<file path="config.mk">
export PLATFORM = sky130hd
export DESIGN_NAME = gpm_port
export DESIGN_NICKNAME = d
export VERILOG_FILES = /design/src/hw/gpm_pkg.sv /design/src/hw/gpm_port.sv
export VERILOG_INCLUDE_DIRS = /design/src /design/src/hw
export SDC_FILE = /design/constraint.sdc
export NUM_CORES = 1
export LEC_CHECK = 0
export ABC_AREA = 1
export BUFFER_PORTS_ARGS = -buffer_cell sky130_fd_sc_hd__buf_2
export CAP_MARGIN = 5
export CORE_ASPECT_RATIO = 0.9
export CORE_MARGIN = 2
export CORE_UTILIZATION = 35
export CTS_BUF_LIST = sky130_fd_sc_hd__clkbuf_16
export DETAILED_ROUTE_END_ITERATION = 10
export HOLD_SLACK_MARGIN = 0.08
export PLACE_DENSITY = 0.68
export SYNTH_ARGS = -nofsm -noshare
export SYNTH_HDL_FRONTEND = slang
export SYNTH_SLANG_ARGS = --single-unit
</file>
<file path="constraint.sdc">
create_clock -name clk -period 2.2 [get_ports clk]
set_input_delay 0.11 -clock clk [delete_from_list [all_inputs] [get_ports clk]]
set_output_delay 0.11 -clock clk [all_outputs]
set_load 0.1 [all_outputs]
</file>
<file path="src/hw/gpm_consts.svh">
// constants for the eight-bit port with timer pin sharing
// assumes inclusion by the port module
`ifndef GPM_CONSTS_SVH
`define GPM_CONSTS_SVH
`define GPM_ADDR_DIR 16'hFFB5
`define GPM_ADDR_DATA 16'hFFB7
`define GPM_RST_DIR 8'h00
`define GPM_RST_DATA 8'h00
`define GPM_DIR_READ 8'hFF
`define GPM_BIT_PWM_B 7
`define GPM_BIT_PWM_A 6
`define GPM_BIT_IRQ_B 5
`define GPM_BIT_CMP 4
`define GPM_CCLR_ALL 2'h3
`define GPM_OS_NONE 4'h0
`endif

</file>
<file path="src/hw/gpm_pkg.sv">
// types for the eight-bit port with timer pin sharing
// assumes gpm_consts.svh is found on the include path
package gpm_pkg;
  // peripheral controls arriving from timer and system units
  typedef struct packed {
    logic pwmEnB;
    logic pwmEnA;
    logic pwmOutB;
    logic pwmOutA;
    logic [3:0] timerOutputSelect;
    logic counterClearSelHi;
    logic counterClearSelLo;
    logic timerBCompareOut;
    logic hostIfaceEnable;
    logic hostIrqReqB;
    logic hostIrqReqA;
  } gpm_periph_t;
  // pin drive group
  typedef struct packed {
    logic [7:0] out;
    logic [7:0] oe;
  } gpm_pins_t;
endpackage

</file>
<file path="src/hw/gpm_port.sv">
// eight-bit general-purpose port with PWM, timer and host irq sharing
// assumes a classic Wishbone master on clk and pins sampled via two flops
// How it works
// - direction bit one drives pin, zero inputs
// - direction register reads all ones
// - direction cleared by reset and hardware standby
// - direction kept through software standby
// - software standby returns pins to general use
// - output pins read back data register
// - input pins read synchronised pin level
// - data register cleared by reset and hardware standby, kept in software standby
// - pins 7,6 drive PWM when enabled
// - pin 5 output or host irq b
// - pin 5 high resets timer b when both clear selects set
// - slave mode follows host interface enable
`timescale 1ns/1ps
`default_nettype none
`include "gpm_consts.svh"
module gpm_port #(
  parameter int ADDR_W = 16
) (
  input wire logic clk,
  input wire logic rst_n,
  input wire logic hwStandby,
  input wire logic swStandby,
  input wire logic [ADDR_W-1:0] wb_adr_i,
  input wire logic [31:0] wb_dat_i,
  output logic [31:0] wb_dat_o,
  input wire logic wb_we_i,
  input wire logic [3:0] wb_sel_i,
  input wire logic wb_cyc_i,
  input wire logic wb_stb_i,
  output logic wb_ack_o,
  output logic wb_err_o,
  input wire gpm_pkg::gpm_periph_t periph,
  input wire logic [7:0] pinIn,
  output gpm_pkg::gpm_pins_t pins,
  output logic timerBResetIn
);
  import gpm_pkg::*;

  initial begin
    if (ADDR_W < 16) $error("gpm_port needs at least 16 address bits");
  end

  logic [7:0] portDirectionReg_ff;
  logic [7:0] portDataReg_ff;
  logic [7:0] pinMeta_ff;
  logic [7:0] pinSync_ff;
  logic [31:0] rdData_ff;
  logic ack_ff;
  logic err_ff;
  gpm_pins_t pins_ff;
  logic timerReset_ff;
  logic req;
  logic hitDir;
  logic hitData;
  logic wrLane0;
  logic slaveMode;
  logic periphLive;
  logic [7:0] readPort;
  gpm_pins_t nxt_pins;

  // bus decode, one request per handshake
  assign req = wb_cyc_i && wb_stb_i && !ack_ff && !err_ff;
  assign hitDir = (wb_adr_i[15:0] == `GPM_ADDR_DIR);
  assign hitData = (wb_adr_i[15:0] == `GPM_ADDR_DATA);
  assign wrLane0 = req && wb_we_i && wb_sel_i[0];
  assign slaveMode = periph.hostIfaceEnable;
  assign periphLive = !swStandby; // peripherals held initialised in sw standby

  // two-flop pin synchroniser
  always_ff @(posedge clk) begin
    if (!rst_n) begin
      pinMeta_ff <= 8'h00;
      pinSync_ff <= 8'h00;
    end else begin
      pinMeta_ff <= pinIn;
      pinSync_ff <= pinMeta_ff;
    end
  end

  // direction register
  always_ff @(posedge clk) begin
    if (!rst_n || hwStandby) begin
      portDirectionReg_ff <= `GPM_RST_DIR;
    end else if (wrLane0 && hitDir) begin
      portDirectionReg_ff <= wb_dat_i[7:0]; // no swStandby clear
    end
  end

  // data register
  always_ff @(posedge clk) begin
    if (!rst_n || hwStandby) begin
      portDataReg_ff <= `GPM_RST_DATA;
    end else if (wrLane0 && hitData) begin
      portDataReg_ff <= wb_dat_i[7:0];
    end
  end

  // port read: data for outputs, pin level for inputs
  assign readPort = (portDirectionReg_ff & portDataReg_ff)
                  | (~portDirectionReg_ff & pinSync_ff);

  // bus answer one cycle after request
  always_ff @(posedge clk) begin
    if (!rst_n) begin
      ack_ff <= 1'b0;
      err_ff <= 1'b0;
      rdData_ff <= 32'h0000_0000;
    end else begin
      ack_ff <= req && (hitDir || hitData);
      err_ff <= req && !(hitDir || hitData);
      if (req && hitDir) begin
        rdData_ff <= {24'h00_0000, `GPM_DIR_READ};
      end else if (req && hitData) begin
        rdData_ff <= {24'h00_0000, readPort};
      end else begin
        rdData_ff <= 32'h0000_0000;
      end
    end
  end

  // pin function mux
  always_comb begin
    nxt_pins.out = portDataReg_ff;
    nxt_pins.oe = portDirectionReg_ff;
    if (periphLive && periph.pwmEnB) begin
      nxt_pins.out[`GPM_BIT_PWM_B] = periph.pwmOutB;
      nxt_pins.oe[`GPM_BIT_PWM_B] = 1'b1;
    end
    if (periphLive && periph.pwmEnA) begin
      nxt_pins.out[`GPM_BIT_PWM_A] = periph.pwmOutA;
      nxt_pins.oe[`GPM_BIT_PWM_A] = 1'b1;
    end
    if (periphLive && slaveMode && portDirectionReg_ff[`GPM_BIT_IRQ_B]) begin
      nxt_pins.out[`GPM_BIT_IRQ_B] = periph.hostIrqReqB;
    end
    if (periphLive && (periph.timerOutputSelect != `GPM_OS_NONE)) begin
      nxt_pins.out[`GPM_BIT_CMP] = periph.timerBCompareOut;
      nxt_pins.oe[`GPM_BIT_CMP] = 1'b1;
    end else if (periphLive && slaveMode && portDirectionReg_ff[`GPM_BIT_CMP]) begin
      nxt_pins.out[`GPM_BIT_CMP] = periph.hostIrqReqA;
    end
  end

  // registered pin drive and timer reset feed
  always_ff @(posedge clk) begin
    if (!rst_n) begin
      pins_ff <= '0;
      timerReset_ff <= 1'b0;
    end else begin
      pins_ff <= nxt_pins;
      timerReset_ff <= periphLive
        && ({periph.counterClearSelHi, periph.counterClearSelLo} == `GPM_CCLR_ALL)
        && pinSync_ff[`GPM_BIT_IRQ_B];
    end
  end

  assign pins = pins_ff;
  assign timerBResetIn = timerReset_ff;
  assign wb_ack_o = ack_ff;
  assign wb_err_o = err_ff;
  assign wb_dat_o = rdData_ff;
endmodule // gpm_port
`default_nettype wire
</file>
======== Word level (Yosys, flattened, before mapping) ========
Cells that the tools add are included.
operators by class
  add/sub/neg operators ................... 0
  $mul .................................... 0
  divide/modulo/power cells ............... 0
  $lt $le $gt $ge ......................... 0
  equality and inequality tests ........... 3
  shift-type cells ........................ 0
  multiplexer cells ....................... 10
  bitwise gates (word level) .............. 5
  reductions and logical operators ........ 28
operator list
  operator              number
  $eq 16x16->1 const B  2
  $logic_and 1x1->1     19
  $and 8x8->8           2
  $mux 8                2
  $mux 1                8
  $not 8->8             1
  $or 8x8->8            1
  $logic_not 1->1       5
  $reduce_bool 4->1     1
  $eq 2x2->1 const B    1
  $logic_or 1x1->1      2
  $reduce_or 2->1       1
  $not 1->1             1
storage, ports and cells
  flip-flop bits (word level) ............. 83
  bits in latches ......................... 0
  bits in writable memories ............... 0
  memory bits (read-only) ................. 0
  input port bits ......................... 81
  output and inout port bits .............. 51
  memories ................................ 0

======== Longest topological paths before layout ========
  depth in word-level cells ............... 6
  mapped depth ............................ 9
  gate-level depth less buffers ........... 9

======== Least setup slack after synthesis ========
No wires, ideal clock.
  path kind ............................... register -> register
  start point ............................. register err_ff (netlist: wb_err_o)
  end point ............................... register rdData_ff[1] (netlist: wb_dat_o[1])
  setup time .............................. 0.132 ns
  arrival time ............................ 1.701 ns
  required time ........................... 2.068 ns
  slack ................................... 0.367 ns
  stages on the path, launching flop included .. 6
  clock period less this slack ............ 1.833 ns
  cells stage by stage .................... dfxtp_1 > nor2_1 > nand2_1 > clkinv_1 > nand2_1 > a21oi_1
on the way
  word-level cells in the longest chain between the ends .. 5
RTL lines
  element                   line             text
  start: declaration        gpm_port.sv:52   logic err_ff;
  start signal: assignment  gpm_port.sv:113  err_ff <= req && !(hitDir || hitData);
  $logic_not 1->1 (*)       gpm_port.sv:65   assign req = wb_cyc_i && wb_stb_i && !ack_ff && !err_ff;
  $logic_and 1x1->1 (*)     gpm_port.sv:65
  $logic_and 1x1->1         gpm_port.sv:116  end else if (req && hitData) begin
  $mux 8                    gpm_port.sv:116
  $mux 8 (*)                gpm_port.sv:114  if (req && hitDir) begin
  end signal: assignment    gpm_port.sv:115  rdData_ff <= {24'h00_0000, `GPM_DIR_READ};
  end signal: assignment    gpm_port.sv:117  rdData_ff <= {24'h00_0000, readPort};
  end: declaration          gpm_port.sv:50   logic [31:0] rdData_ff;
Every way passes the cells marked *; elsewhere a longest branch is shown, timed or not.
A chain may end at the register's enable or synchronous reset.

======== Worst setup path in the final report ========
  start point ............................. register err_ff (netlist: wb_err_o)
  end point ............................... register portDataReg_ff[3]
on the way
  word-level cells in the longest chain between the ends .. 5
RTL lines
  element                         line            text
  $logic_not 1->1                 gpm_port.sv:65
  $logic_and 1x1->1               gpm_port.sv:65
  $logic_and 1x1->1 (2 in a row)  gpm_port.sv:68  assign wrLane0 = req && wb_we_i && wb_sel_i[0];
  $logic_and 1x1->1               gpm_port.sv:96  end else if (wrLane0 && hitData) begin
  end signal: assignment          gpm_port.sv:95  portDataReg_ff <= `GPM_RST_DATA;
  end signal: assignment          gpm_port.sv:97  portDataReg_ff <= wb_dat_i[7:0];
  end: declaration                gpm_port.sv:47  logic [7:0] portDataReg_ff;
No other way between the ends.

==> results.py <==
metrics = {
    "placement": {
        "dp_hpwl_mm": 3.58,
        "gp_congestion": 0.759,
        "dp_slack_ns": 0.798,
        "port_buffers": 80,
    },
    "floorplan": {
        "core_sq_um": 6930,
        "rows": 29,
        "initial_core_util_pct": 35.6,
        "die_w_um": 92.5,
        "dieArea_sq_um": 7740,
        "io_pins": 132,
        "die_y_um": 83.7,
    },
    "sta": {
        "setup_viol": 0,
        "final.setup.tns_ns": 0,
        "setup_slack_ns": 0.802,
        "rsz0062_at_grt": "false",
        "clock.fmax_mhz": 715,
        "fin_crit_ns": 1.40,
        "fin_crit_sh_pct": 63.6,
        "finalHoldViolations": 0,
        "finalClockSkew_ns": 0.00415,
        "tightest_slew_ns": 0.605,
        "slew_headroom_pct": 59.6,
        "fin_hold_ws_ns": 0.0921,
        "slew_violations": 0,
    },
    "setup_path": {
        "slowest_stage": "nor2_4",
        "max_stage_delay_ns": 0.34,
        "arrival_ns": 1.60,
        "critPathBufInv": 1,
        "crit_family": "simple AND/OR/NAND/NOR gates",
        "critPathKind": "reg2reg",
        "path_max_fanout": 16,
        "path_cells": "nor2_1 -> nand2_1 -> nor2_4 -> buf_4 -> nand3_1 -> nand2_1 -> nor2_1",
        "cp-start-kind": "flop",
        "worst_setup_path_end_kind": "flop",
        "required_ns": 2.41,
    },
    "clocking": {
        "cts_root_buf": "clkbuf_16",
        "clk_pin_slew_ns": 0.05,
        "cts_resized": 0,
        "cts_buffers": 9,
        "clockBufferDepth": 2,
        "cts-htree-levels": 3,
        "clock_latency_ns": 0.31,
        "cts_sinks": 59,
        "cts_tree": "done",
    },
    "pwr": {
        "comb_power_share_pct": 14.3,
        "p_seq_share_pct": 42.1,
        "clkPwrFrac_pct": 43.6,
        "swShare_pct": 27.3,
        "p_per_area_nw_per_um2": 798,
        "p_int_mw": 1.89,
        "ir_drop_v": 0.000356,
        "p_leak_nw": 1.77,
        "fin_total_pwr_mw": 2.60,
        "p_switching_mw": 0.710,
    },
    "yosys": {
        "ys_seq_elements": 59,
        "ys_seq_area_share_pct": 47.9,
        "syn_inst": 336,
        "ys.warnings.count": 0,
        "ys_types": 23,
        "syn_area_per_cell_sq_um": 7.34,
        "synth_area_sq_um": 2470,
    },
    "outcome": {
        "outcome": "complete, no violations",
    },
    "finish": {
        "fillCellCount": 694,
        "drive_gt1_share_pct": 22.4,
        "area_delta_synth_final_pct": 32.0,
        "nNetsFinal": 517,
        "final_util_pct": 47.0,
        "final_common_cell": "nand2_1",
        "antenna_cells": 0,
        "final_cell_mix": "85 x nand2_1, 80 x buf_2, 59 x dfxtp_1, 55 x inv_1, 35 x nor2_1",
    },
    "grt": {
        "grt_usage_pct": 14.0,
        "grt_antenna_before_repair": 0,
        "grt_pass1_wl_mm": 8.42,
        "gr-total-overflow": 0,
        "grt_pass1_vias": 1950,
        "grt_max_degree": 29,
    },
    "detailed_routing": {
        "wl_mm": 5.01,
        "drt_iter0_drc": 45,
        "drc": 0,
        "vias_per_cell": 4.03,
        "antenna_left": 0,
        "firstDrtPassIters": 4,
        "via_count": 2139,
        "avgRoutedWirePerCell_um": 9.43,
    },
    "run": {
        "cap_viol_max_count": 0,
    },
    "min_path": {
        "hp-class": "in2reg",
    },
}
-- synthesized netlist by cell type --
| master | count | area [sq um] |
|---|---|---|
| a21oi_1 | 26 | 130 |
| a31oi_1 | 1 | 6.26 |
| buf_2 | 5 | 25.0 |
| buf_4 | 25 | 188 |
| buf_6 | 1 | 11.3 |
| buf_8 | 1 | 15.0 |
| clkbuf_1 | 2 | 7.51 |
| clkinv_1 | 2 | 7.51 |
| conb_1 | 1 | 3.75 |
| dfxtp_1 | 59 | 1180 |
| inv_1 | 52 | 195 |
| nand2_1 | 85 | 319 |
| nand2_2 | 2 | 12.5 |
| nand3_1 | 21 | 105 |
| nand3_2 | 1 | 10.0 |
| nand3b_1 | 4 | 30.0 |
| nand4_1 | 1 | 6.26 |
| nor2_1 | 35 | 131 |
| nor2_2 | 1 | 6.26 |
| nor2_4 | 1 | 11.3 |
| nor2_8 | 1 | 20.0 |
| nor3_1 | 2 | 10.0 |
| o21ai_0 | 7 | 35.0 |
-- timing repair --
item / in CTS / in global routing
hold buffers: 17 / 0
buffers inserted: 0 / 0
hold endpoints to repair: 15 / 0
-- per-layer routing --
layer  GRT usage (%)  share of wire (%)
met1            16.6                 46
met2            21.9                 45
met3            5.96                7.6
met4            6.11                1.0
met5               0                  0
-- path summary, 6_finish.rpt --
check	start	to	slack [ns]	cells after the start
worst max register to register	wb_err_o$_SDFF_PN0_	portDataReg_ff[3]$_SDFFE_PP0P_	0.80	7
worst min register to register	pinMeta_ff[1]$_SDFF_PN0_	pinSync_ff[1]$_SDFF_PN0_	0.41	2
worst min-delay path	periph[10]	pins[14]$_SDFF_PN0_	0.09	3
worst max-delay path	wb_err_o$_SDFF_PN0_	portDataReg_ff[3]$_SDFFE_PP0P_	0.80	7
-- layout make-up --
type	count	area [sq um]	area share (%)
Clock buffer	9	225	6.92
Clock inverter	4	15.0	0.461
Inverter	54	203	6.22
Multi-Input combinational cell	212	923	28.4
Sequential cell	59	1180	36.3
Tap cell	93	116	3.57
Timing Repair Buffer	100	593	18.2
-- state kept, by name, summed over array words and instances, names as in the netlist --
register             flops
pinSync_ff               8
portDirectionReg_ff      8
portDataReg_ff           8
pins                    16
timerBResetIn            1
wb_ack_o                 1
wb_err_o                 1
pinMeta_ff               8
wb_dat_o                 8
-- logic make-up (layout without fill, tap and decap cells) --
kind of cell	Yosys count	in the layout	synth area share [%]
buffers and inverters	88	167	18.2
AO/OA/AOI/OAI	34	34	6.95
AND/OR/NAND/NOR	154	154	26.8
flip-flops	59	59	47.9
other	1	24	0.152
-- metrics by stage --
stage / instance area, sq um / instances
2_1_floorplan: 2550 / 359
3_3_place_gp: 2850 / 501
3_5_place_dp: 2850 / 501
4_1_cts: 3260 / 531
5_1_grt: 3260 / 531
6_report: 3260 / 531
-- power groups by stage --
stage / clock network (mW) / logic (mW) / registers [mW]
floorplan: 0 / 0.275 / 1.15
global placement: 0 / 0.347 / 1.12
detailed placement: 0 / 0.350 / 1.12
CTS: 1.15 / 0.373 / 1.10
global route: 1.22 / 0.396 / 1.10
finish: 1.13 / 0.372 / 1.10
-- worst reg2reg max path, delay by kind of cell (launching register included) --
family                 cells  cell delay [ns]
and+or+nand+nor            6             0.75
buffers and inverters      1             0.24
DFF                        1             0.30
No activity file was read; power rests on OpenSTA's default activity.
